--- src/wdt_defs.svh ---
// Register offsets, field positions and reset values of the watchdog block
`ifndef WDT_DEFS_SVH
`define WDT_DEFS_SVH

// ----------------------------------------------------------------------------
// Register indices and byte addresses (byte address is four times the index)
// ----------------------------------------------------------------------------
`define WDT_IDX_OPTION 16'h0081
`define WDT_IDX_CONFIG 16'h2007
`define WDT_IDX_STATUS 16'h0010
`define WDT_IDX_MASK 16'h0011
`define WDT_IDX_STATE 16'h0012
`define WDT_ADDR_OPTION (`WDT_IDX_OPTION << 2)
`define WDT_ADDR_CONFIG (`WDT_IDX_CONFIG << 2)
`define WDT_ADDR_STATUS (`WDT_IDX_STATUS << 2)
`define WDT_ADDR_MASK (`WDT_IDX_MASK << 2)
`define WDT_ADDR_STATE (`WDT_IDX_STATE << 2)

// ----------------------------------------------------------------------------
// Field positions and reset values
// ----------------------------------------------------------------------------
`define WDT_FUSE_EN_BIT 2
`define WDT_PSA_BIT 3
`define WDT_RATIO_LSB 0
`define WDT_RATIO_MSB 2
`define WDT_OPTION_RESET 8'h0f
`define WDT_IRQ_RESET_EV 0
`define WDT_IRQ_WAKE_EV 1
`define WDT_STATE_TO_BIT 24
`define WDT_STATE_SLEEP_BIT 25
`define WDT_STATE_CAUSE_BIT 26
`define WDT_RESP_OKAY 2'b00
`define WDT_RESP_DECERR 2'b11

`endif

--- src/wdt_pkg.sv ---
// Types shared by the watchdog block
`default_nettype none
package wdt_pkg;
    // Core execution state as seen by the watchdog
    typedef enum logic {st_run, st_asleep} wdt_state_type;
    // Register selected by a bus address
    typedef enum logic [2:0] {reg_none, reg_option, reg_config, reg_status, reg_mask,
        reg_state} wdt_reg_type;
endpackage
`default_nettype wire

--- src/wdt_top.sv ---
// Watchdog timer with shared postscaler, AXI4-Lite registers and interrupt
//
// Function
// - The counter advances on ticks of its own oscillator and keeps counting while asleep.
// - An expiry during normal execution raises a device reset marked as a watchdog reset.
// - An expiry during sleep wakes the core without a reset.
// - Every expiry drives the time-out status flag to zero.
// - A zero enable fuse at bit 2 of the configuration word disables the watchdog for good.
// - One shared stage serves as timer prescaler or watchdog postscaler per bit 3 of the option register.
// - Kick and sleep instructions zero the counter and, when assigned, the postscaler.
// - A kick clears the shared stage count only when it serves the watchdog and leaves the assignment as it is.
//
// The implementer's own choice: the AXI4-Lite slave port.
`include "wdt_defs.svh"
`default_nettype none
module wdt_top
    import wdt_pkg::*;
#(
    parameter int BASE_BITS = 8,
    parameter int RATIO_BITS = 3
)
(
    input wire logic aclk,
    input wire logic aresetn,
    input wire logic ce,
    input wire logic osc_tick,
    input wire logic [7:0] fuse_word,
    input wire logic kick_instruction,
    input wire logic sleep_instruction,
    input wire logic other_wake,
    input wire logic timer_src_tick,
    output logic timer_prescaled_tick,
    output logic device_reset_req,
    output logic reset_was_watchdog,
    output logic wake_req,
    output logic asleep,
    output logic timeout_status_flag,
    output logic irq,
    input wire logic [15:0] awaddr,
    input wire logic awvalid,
    output logic awready,
    input wire logic [31:0] wdata,
    input wire logic [3:0] wstrb,
    input wire logic wvalid,
    output logic wready,
    output logic [1:0] bresp,
    output logic bvalid,
    input wire logic bready,
    input wire logic [15:0] araddr,
    input wire logic arvalid,
    output logic arready,
    output logic [31:0] rdata,
    output logic [1:0] rresp,
    output logic rvalid,
    input wire logic rready
);
    localparam int PCW = (2**RATIO_BITS) - 1;

    // ------------------------------------------------------------------------
    // Elaboration checks
    // ------------------------------------------------------------------------
    if (BASE_BITS < 1 || BASE_BITS > 16)
    begin : g_chk_base
        $error("wdt_top: BASE_BITS must be 1 to 16");
    end
    if (RATIO_BITS != 3)
    begin : g_chk_ratio
        $error("wdt_top: the ratio field is three bits wide");
    end

    // Address decode shared by the read and the write paths
    function automatic wdt_reg_type reg_decode(input logic [15:0] addr);
        if (addr == `WDT_ADDR_OPTION)
            return reg_option;
        else if (addr == `WDT_ADDR_CONFIG)
            return reg_config;
        else if (addr == `WDT_ADDR_STATUS)
            return reg_status;
        else if (addr == `WDT_ADDR_MASK)
            return reg_mask;
        else if (addr == `WDT_ADDR_STATE)
            return reg_state;
        else
            return reg_none;
    endfunction

    // ------------------------------------------------------------------------
    // Storage
    // ------------------------------------------------------------------------
    logic [7:0] timer_prescale_config;
    logic [7:0] device_configuration_word;
    logic [1:0] irq_status;
    logic [1:0] irq_mask;
    logic [BASE_BITS-1:0] base_count;
    logic [PCW-1:0] post_count;
    wdt_state_type state;
    logic aw_held;
    logic w_held;
    logic [15:0] aw_addr_q;
    logic [7:0] w_data_q;
    logic w_strb_q;

    // ------------------------------------------------------------------------
    // Watchdog datapath
    // ------------------------------------------------------------------------
    logic watchdog_enable_fuse;
    logic prescaler_assign_select;
    logic [2:0] prescale_ratio_field;
    logic clear_req;
    logic base_wrap;
    logic post_in;
    logic post_out;
    logic post_clear;
    logic expiry;
    logic assign_change;

    // Fuse and option fields
    assign watchdog_enable_fuse = device_configuration_word[`WDT_FUSE_EN_BIT];
    assign prescaler_assign_select = timer_prescale_config[`WDT_PSA_BIT];
    assign prescale_ratio_field = timer_prescale_config[`WDT_RATIO_MSB:`WDT_RATIO_LSB];

    // Kick or sleep restarts the count; the core clock halting does not stop the oscillator
    assign clear_req = kick_instruction || sleep_instruction;
    assign base_wrap = watchdog_enable_fuse && osc_tick && (base_count == '1);

    // One shared stage: watchdog postscaler or timer prescaler, never both
    assign post_in = prescaler_assign_select ? base_wrap : timer_src_tick;
    assign timer_prescaled_tick = !prescaler_assign_select && post_out;
    assign expiry = prescaler_assign_select ? post_out : base_wrap;

    // A kick clears the stage only when it serves the watchdog; a timer count survives
    assign post_clear = (clear_req && prescaler_assign_select) || assign_change;

    wdt_postscaler #(
        .RATIO_BITS(RATIO_BITS)
    ) u_post (
        .aclk(aclk),
        .aresetn(aresetn),
        .ce(ce),
        .in_tick(post_in),
        .clear(post_clear),
        .ratio(prescale_ratio_field),
        .out_tick(post_out),
        .count(post_count)
    );

    // Base counter runs on oscillator ticks in both run and sleep
    always_ff @(posedge aclk)
    begin
        if (!aresetn || !watchdog_enable_fuse)
            base_count <= '0;
        else if (ce)
        begin
            if (clear_req)
                base_count <= '0;
            else if (osc_tick)
                base_count <= base_count + BASE_BITS'(1);
        end
    end

    // ------------------------------------------------------------------------
    // Run/sleep state, reset and wake requests
    // ------------------------------------------------------------------------
    wdt_state_type next_state;
    logic expire_run;
    logic expire_sleep;
    assign expire_run = expiry && (state == st_run);
    assign expire_sleep = expiry && (state == st_asleep);

    always_comb
    begin
        next_state = state;
        case (state)
            st_run:
                if (sleep_instruction && !expiry)
                    next_state = st_asleep;
            st_asleep:
                if (expiry || other_wake)
                    next_state = st_run;
            default:
                next_state = st_run;
        endcase
    end

    // Requests are one-cycle pulses; the cause bit stays until power-on reset
    always_ff @(posedge aclk)
    begin
        if (!aresetn)
        begin
            state <= st_run;
            device_reset_req <= 1'b0;
            wake_req <= 1'b0;
            reset_was_watchdog <= 1'b0;
        end
        else if (ce)
        begin
            state <= next_state;
            device_reset_req <= expire_run;
            wake_req <= expire_sleep;
            if (expire_run)
                reset_was_watchdog <= 1'b1;
        end
    end
    assign asleep = (state == st_asleep);

    // Expiry wins over a kick in the same cycle, so a real time-out is never hidden
    always_ff @(posedge aclk)
    begin
        if (!aresetn)
            timeout_status_flag <= 1'b1;
        else if (ce)
        begin
            if (expiry)
                timeout_status_flag <= 1'b0;
            else if (clear_req)
                timeout_status_flag <= 1'b1;
        end
    end

    // ------------------------------------------------------------------------
    // AXI4-Lite slave
    // ------------------------------------------------------------------------
    wdt_reg_type wr_sel;
    wdt_reg_type rd_sel;
    logic do_write;
    logic wr_option;
    logic wr_status;
    logic wr_mask;
    logic [31:0] rd_word;

    // Ready only while frozen state can accept; a low clock enable stalls the bus
    assign awready = ce && !aw_held && !bvalid;
    assign wready = ce && !w_held && !bvalid;
    assign arready = ce && !rvalid;
    assign do_write = ce && aw_held && w_held && !bvalid;
    assign wr_sel = reg_decode(aw_addr_q);
    assign rd_sel = reg_decode(araddr);
    assign wr_option = do_write && w_strb_q && (wr_sel == reg_option);
    assign wr_status = do_write && w_strb_q && (wr_sel == reg_status);
    assign wr_mask = do_write && w_strb_q && (wr_sel == reg_mask);
    assign assign_change = wr_option
        && (w_data_q[`WDT_PSA_BIT] != prescaler_assign_select);

    // Read data selection; reserved bits read as zero
    assign rd_word = (rd_sel == reg_option) ? {24'h000000, timer_prescale_config} :
        (rd_sel == reg_config) ? {24'h000000, device_configuration_word} :
        (rd_sel == reg_status) ? {30'h00000000, irq_status} :
        (rd_sel == reg_mask) ? {30'h00000000, irq_mask} :
        (rd_sel == reg_state) ? {5'h00, reset_was_watchdog, asleep, timeout_status_flag,
            1'b0, post_count, {(16 - BASE_BITS){1'b0}}, base_count} :
        32'h00000000;

    // Address and data are taken independently, in either order
    always_ff @(posedge aclk)
    begin
        if (!aresetn)
        begin
            aw_held <= 1'b0;
            w_held <= 1'b0;
            aw_addr_q <= 16'h0000;
            w_data_q <= 8'h00;
            w_strb_q <= 1'b0;
        end
        else if (ce)
        begin
            if (awvalid && awready)
            begin
                aw_held <= 1'b1;
                aw_addr_q <= awaddr;
            end
            else if (do_write)
                aw_held <= 1'b0;
            if (wvalid && wready)
            begin
                w_held <= 1'b1;
                w_data_q <= wdata[7:0];
                w_strb_q <= wstrb[0];
            end
            else if (do_write)
                w_held <= 1'b0;
        end
    end

    // Write response follows the write by one cycle; unmapped addresses get DECERR
    always_ff @(posedge aclk)
    begin
        if (!aresetn)
        begin
            bvalid <= 1'b0;
            bresp <= `WDT_RESP_OKAY;
        end
        else if (ce)
        begin
            if (do_write)
            begin
                bvalid <= 1'b1;
                bresp <= (wr_sel == reg_none) ? `WDT_RESP_DECERR : `WDT_RESP_OKAY;
            end
            else if (bready)
                bvalid <= 1'b0;
        end
    end

    // Read data is registered at the address handshake
    always_ff @(posedge aclk)
    begin
        if (!aresetn)
        begin
            rvalid <= 1'b0;
            rdata <= 32'h00000000;
            rresp <= `WDT_RESP_OKAY;
        end
        else if (ce)
        begin
            if (arvalid && arready)
            begin
                rvalid <= 1'b1;
                rdata <= rd_word;
                rresp <= (rd_sel == reg_none) ? `WDT_RESP_DECERR : `WDT_RESP_OKAY;
            end
            else if (rready)
                rvalid <= 1'b0;
        end
    end

    // Option register steers the shared stage; the kick never touches it
    always_ff @(posedge aclk)
    begin
        if (!aresetn)
            timer_prescale_config <= `WDT_OPTION_RESET;
        else if (ce && wr_option)
            timer_prescale_config <= w_data_q;
    end

    // Configuration word is non-volatile: latched from the fuse pins in reset, read-only
    always_ff @(posedge aclk)
    begin
        if (!aresetn)
            device_configuration_word <= fuse_word;
    end

    // ------------------------------------------------------------------------
    // Interrupt status and mask
    // ------------------------------------------------------------------------
    logic [1:0] irq_events;
    assign irq_events = {expire_sleep, expire_run};

    // A new event in the cycle of a write-one-to-clear still sets the bit
    always_ff @(posedge aclk)
    begin
        if (!aresetn)
        begin
            irq_status <= 2'h0;
            irq_mask <= 2'h0;
        end
        else if (ce)
        begin
            irq_status <= (irq_status & ~(wr_status ? w_data_q[1:0] : 2'h0)) | irq_events;
            if (wr_mask)
                irq_mask <= w_data_q[1:0];
        end
    end
    assign irq = |(irq_status & irq_mask);
endmodule // wdt_top
`default_nettype wire

--- src/wdt_postscaler.sv ---
// Shared prescaler / postscaler stage with a power-of-two ratio
`default_nettype none
module wdt_postscaler
    import wdt_pkg::*;
#(
    parameter int RATIO_BITS = 3
)
(
    input wire logic aclk,
    input wire logic aresetn,
    input wire logic ce,
    input wire logic in_tick,
    input wire logic clear,
    input wire logic [RATIO_BITS-1:0] ratio,
    output logic out_tick,
    output logic [(2**RATIO_BITS)-2:0] count
);
    localparam int CW = (2**RATIO_BITS) - 1;

    // ------------------------------------------------------------------------
    // Elaboration check
    // ------------------------------------------------------------------------
    if (RATIO_BITS < 1 || RATIO_BITS > 4)
    begin : g_chk
        $error("wdt_postscaler: RATIO_BITS must be 1 to 4");
    end

    // Terminal count is two to the ratio, minus one
    logic [CW-1:0] limit;
    logic at_limit;
    assign limit = CW'((1 << ratio) - 1);
    assign at_limit = (count == limit);
    assign out_tick = in_tick && at_limit;

    // Count input ticks; clear takes precedence so a kick never lets a tick slip
    always_ff @(posedge aclk)
    begin
        if (!aresetn)
            count <= '0;
        else if (ce)
        begin
            if (clear || out_tick)
                count <= '0;
            else if (in_tick)
                count <= count + CW'(1);
        end
    end
endmodule // wdt_postscaler
`default_nettype wire

--- config.mk ---
export PLATFORM = sky130hd
export DESIGN_NAME = wdt_top
export DESIGN_NICKNAME = d
export VERILOG_FILES = /design/src/wdt_pkg.sv /design/src/wdt_top.sv /design/src/wdt_postscaler.sv
export VERILOG_INCLUDE_DIRS = /design/src
export SDC_FILE = /design/constraint.sdc
export NUM_CORES = 1
export LEC_CHECK = 0
export BUFFER_PORTS_ARGS = -buffer_cell sky130_fd_sc_hd__buf_2
export CAP_MARGIN = 0
export CORE_MARGIN = 4
export CORE_UTILIZATION = 40
export DETAILED_ROUTE_END_ITERATION = 10
export PLACE_DENSITY = 0.67
export SLEW_MARGIN = 0
export SYNTH_ARGS = -nofsm -noshare
export SYNTH_HDL_FRONTEND = slang
export SYNTH_SLANG_ARGS = --single-unit
--- constraint.sdc ---
create_clock -name aclk -period 7.5 [get_ports aclk]
set_clock_uncertainty 0.2 [all_clocks]
set_input_delay 1.5 -clock aclk [delete_from_list [all_inputs] [get_ports aclk]]
set_output_delay 1.5 -clock aclk [all_outputs]
set_load 0.05 [all_outputs]
**Word-level counts from Yosys, hierarchy flattened**

Index checks and enable logic that the tools add are counted.

- Register bits after elaboration: 105
- Bits of input ports: 89
- Output and inout bits: 48
- Word-level logic and storage cells: 148

- Add/subtract/negate cells: 3
- Equality and inequality tests: 21
- Shift-type cells: 1
- Mux-type cells: 36
- Bitwise logic cells: 5
- Reduce and logical (&&, ||, !) cells: 61

Operators with widths:

| kind | number |
|---|---|
| $mux W27 | 5 |
| $eq A16 B7 Y1 const B | 6 |
| $eq A16 B10 Y1 const B | 2 |
| $eq A16 B16 Y1 const B | 2 |
| $mux W3 | 10 |
| $reduce_and A2 Y1 | 13 |
| $logic_and A1 B1 Y1 | 25 |
| $mux W8 | 2 |
| $mux W7 | 2 |
| $reduce_bool A2 Y1 | 7 |
| $mux W1 | 13 |
| $eq A3 B2 Y1 const B | 3 |
| $eq A3 B3 Y1 const B | 3 |
| $add A8 B1 Y8 const B | 1 |
| $eq A8 B8 Y1 const B | 1 |
| $logic_not A1 Y1 | 8 |
| $add A7 B1 Y7 const B | 1 |
| $eq A7 B7 Y1 | 1 |
| $shl A1 B3 Y7 const A | 1 |
| $sub A7 B2 Y7 const B | 1 |
| $eq A3 B1 Y1 const B | 2 |
| $logic_not A3 Y1 | 2 |
| $mux W2 | 3 |
| $logic_or A1 B1 Y1 | 5 |
| other kinds (7) | 8 |

**Depth between registers and ports, before layout**

- Word-level depth: 13
- Depth in mapped cells: 12
- Depth with buffers taken out: 10

**Cells and area by module**

From an unflattened synthesis, not the netlist that was laid out.

- Cell total of the unflattened synthesis: 479
- Area, all modules: 4062.6 sq um

Modules (own cells, without submodules):

| module | times used | cells an instance | area each (sq um) | seq. area each (sq um) |
|---|---|---|---|---|
| wdt_top | 1 | 419 | 3570.9 | 1721.7 |
| wdt_postscaler | 1 | 60 | 491.7 | 140.1 |

**Worst setup path before layout**

OpenSTA, ideal clock, no wires.

- Path kind: register to output
- From: register timer_prescale_config[1]
- To: output timer_prescaled_tick
- Data arrival time: 3.085 ns
- Required time: 5.800 ns
- Slack: 2.715 ns
- Cell stages (with the launch flop): 9
- Buffers on the path: 1
- Cell sequence: dfxtp_1 > buf_4 > or3_1 > ha_1 > and2b_1 > a2bb2oi_1 > o31ai_1 > o311ai_4 > nor3b_1

- Cells in the longest elaborated chain, start to end: 5

RTL lines:

| what | line | RTL |
|---|---|---|
| start: declaration | wdt_top.sv:90 | `logic [7:0] timer_prescale_config;` |
| start signal: assignment | wdt_top.sv:330 | `` timer_prescale_config <= `WDT_OPTION_RESET; `` |
| start signal: assignment | wdt_top.sv:332 | `timer_prescale_config <= w_data_q;` |
| $shl A1 B3 Y7 | wdt_postscaler.sv:31 | `assign limit = CW'((1 << ratio) - 1);` |
| $sub A7 B2 Y7 | wdt_postscaler.sv:31 |  |
| $eq A7 B7 Y1 | wdt_postscaler.sv:32 | `assign at_limit = (count == limit);` |
| $logic_and A1 B1 Y1 | wdt_postscaler.sv:33 | `assign out_tick = in_tick && at_limit;` |
| $logic_and A1 B1 Y1 | wdt_top.sv:128 | `assign timer_prescaled_tick = !prescaler_assign_select && post_out;` |
| end: declaration | wdt_top.sv:32 | `output logic timer_prescaled_tick,` |

No other way between the ends.

**Worst setup path in the final report**

Ends and elaborated chain as after synthesis.

==> summary.md <==
| Metric | Value |
|---|---|
| Num CTS Buffers | 9 |
| Layout cells sized above 1 | 20.4% |
| Crit path launch type | flip-flop |
| Lkg Pwr | 1.88 nW |
| Post-Syn Area | 4080 µm² |
| Fraction of registers with async set/reset | 0% |
| Cells after Synth | 492 |
| CTS tree | yes |
| WL per Instance | 14.2 µm |
| Final Non-Filler Cells | 711 |
| Setup WS pre-CTS | 3.18 ns |
| Buf/Inv on CP | 1 |
| DP Cell Count | 695 |
| CP delay by family, top | simple AND/OR/NAND/NOR gates |
| Worst Tran Pin Value | 1.14 ns |
| Mean Syn Cell Area | 8.29 µm² |
| Total global routing overflow | 0 |
| Initial Util | 41.3% |
| Total track usage | 17.2% |
| Core area | 9860 µm² |
| Die W | 109 µm |
| Pre-antenna DRT Iters | 5 |
| Post-route ant nets | 0 |
| RePlAce Congestion | 0.837 |
| I/O Pins | 137 |
| H-tree depth | 3 |
| Post-DP Area | 4570 µm² |
| Crit path max fanout | 11 |
| # port buffers | 95 |
| Share of the synthesized area in the top cell type | 39.8% |
| Drt drc | 0 |
| Via Count | 3701 |
| Rows | 36 |
| Fin crit share | 62.9% |
| # resized after CTS | 0 |
| Final Cell Area | 4800 µm² |
| Max_slew headroom | 23.2% |
| FMAX | 212 MHz |
| Die footprint | 11900 µm² |
| Worst-path cell chain | or3_1, ha_1, and2b_1, nor4b_1, o311a_1, o311ai_4, nor3b_1, buf_2 |
| CTS sink count | 89 |
| Vias in the first global route | 3372 |
| Kind of path behind the tightest hold check | reg -> reg |
| Clock root cell | clkbuf_8 |
| Maximum clock path buffer count | 2 |
| Final Setup Violations | 0 |
| Die Height | 109 µm |
| Vias per inst | 5.21 |
| Post-synth EDFFs | 8 |
| Skew-Pair Late Insertion Delay | 0.35 ns |
| Crit path capture type | output pin |
| Critical path class | reg -> out |
| Critical path's slowest cell | or3_1 |
| Fin worst setup slack | 2.78 ns |
| Critical path arrival | 3.02 ns |
| Crit path time final | 4.72 ns |
| Required time of the critical path | 5.80 ns |
| DP Wirelength | 7.47 mm |
| Iteration-0 DRC Markers | 243 |
| Post-synth top area cell | dfxtp_1 |
| Initial antenna violation count | 0 |
| Register area share after synthesis | 45.7% |
| Post-CTS Hold Fix Bufs | 0 |
| Post-synthesis cell type count | 51 |
| Final wirelength | 10.1 mm |
| Synthesis Warnings | 0 |
| Nets | 665 |
| First-pass GRT wire length | 16.2 mm |
| Syn-to-layout area delta | 17.7% |
| P per Cell Area | 202 nW/µm² |
| Ys flop type | dfxtp_1 |
| Synth top area cells | dfxtp_1 40%, nand2_1 9.0%, a21oi_1 6.9%, edfxtp_1 5.9%, nor2_1 4.1% |
| Ant. Diodes | 0 |
| Unrepaired setup endpoints after global routing | false |
| Worst-path clk slew | 0.09 ns |
| Status | finished clean |
| Synthesized flop and latch total | 89 |
| Fin. Hold Viols | 0 |
| Maximum capacitance violations | 0 |
| Slew Limit Fails | 0 |
| Slowest Stage Delay on Critical Path | 0.44 ns |
| Post-CTS Setup Inserts | 0 |
| Setup TNS | 0 ns |
| Worst ir drop on vdd | 0.0947 mV |
| Largest net degree at the start of global routing | 67 |
==> cell families after synthesis <==
logic type               Yosys count  synth area share, %
flip-flops                        89                 45.7
AND/OR/NAND/NOR                  228                 26.3
XOR/XNOR                          11                 2.36
AO/OA/AOI/OAI                    100                 15.4
adder cells (fa/ha/maj)            3                0.921
multiplexers                      14                 3.44
other                              1               0.0920
buffers and inverters             46                 5.83
==> registers in the layout, indices dropped and copies added (netlist names) <==
name,cells
rvalid,1
w_data_q,8
rdata,18
w_held,1
device_configuration_word,8
bvalid,1
bresp,1
reset_was_watchdog,1
wake_req,1
timer_prescale_config,8
device_reset_req,1
w_strb_q,1
irq_status,2
timeout_status_flag,1
u_post.count,7
aw_held,1
irq_mask,2
base_count,8
rresp,1
asleep,1
aw_addr_q,16
==> cell type report <==
class	count	area (µm²)
Multi-Input combinational cell	370	2030
Sequential cell	89	1860
Clock buffer	12	176
Inverter	6	22.5
Timing Repair Buffer	97	490
Tap cell	133	166
Fill cell	973	5070
Clock inverter	4	53.8
==> power breakdown <==
group / internal, mW / switching, mW / leakage [nW]
sequential: 0.492 / 0.00875 / 0.735
combinational: 0.0279 / 0.0705 / 1.02
clock: 0.195 / 0.173 / 0.119
total: 0.715 / 0.252 / 1.88
==> Yosys cell counts (3+ instances only) <==
cell and instances:
dfxtp_1 81, nor2b_1 4, or3_1 3, nand2_1 98, o21ai_1 3, o2bb2ai_1 5
nand3b_1 5, inv_1 6, clkbuf_1 20, a21oi_1 56, ha_1 3, nor2_1 44
and3_1 6, xor2_1 6, nor4_1 6, mux2i_1 14, xnor2_1 5, nand4b_1 3
or2_1 3, nand2b_1 8, nand4_1 8, nor3_1 10, nand3_1 16, and2_1 5
a222oi_1 6, buf_4 17, edfxtp_1 8, o21ai_0 13
==> worst paths after layout <==
path | startpoint | to | slack (ns) | depth (start not counted)
max reg2reg | timer_prescale_config[1] | u_post.count[0] | 4.44 | 9
min | rdata[20] | rdata[20] | 0.25 | 2
max | timer_prescale_config[1] | timer_prescaled_tick | 2.78 | 8
min reg2reg | rdata[20] | rdata[20] | 0.25 | 2
==> cell usage in the layout, fill, tap and decap left out, types with 4 or more instances in the layout <==
| cell type | n |
|---|---|
| nor3_1 | 10 |
| buf_2 | 95 |
| xnor2_1 | 5 |
| nand2b_1 | 8 |
| xor2_1 | 6 |
| inv_1 | 5 |
| a21oi_1 | 56 |
| conb_1 | 14 |
| nand3_1 | 16 |
| nand2_1 | 98 |
| mux2i_1 | 14 |
| nor2b_1 | 4 |
| o2bb2ai_1 | 5 |
| and3_1 | 6 |
| nor4_1 | 6 |
| edfxtp_1 | 8 |
| clkbuf_8 | 11 |
| a222oi_1 | 6 |
| o21ai_0 | 13 |
| and2_1 | 5 |
| nor2_1 | 44 |
| nand3b_1 | 5 |
| nand4_1 | 8 |
| dfxtp_1 | 81 |
==> layer usage <==
| metal | part of all wire [%] | up-vias | GRT usage (%) |
|---|---|---|---|
| li1 | - | 1854 | - |
| met1 | 46 | 1724 | 23.0 |
| met2 | 47 | 111 | 28.0 |
| met3 | 5.8 | 12 | 2.66 |
| met4 | 1.5 | 0 | 6.22 |
| met5 | 0 | - | 0 |
==> tightest hold or removal path: stages (launching register included) <==
cell and delay, ns:
dfxtp_1 0.32, nand2_1 0.05, a21oi_1 0.05
==> stage by stage <==
stage                     util (%)  total power [mW]  hold WS (ns)
after CTS                     48.6             0.978         0.259
after floorplan                  -             0.583         0.232
final                         48.6             0.967         0.255
after global placement        46.3             0.609         0.238
after detailed placement      46.3             0.611         0.243
after global routing          48.6              1.01         0.272
Note: power is estimated with default switching activity, not from simulation.
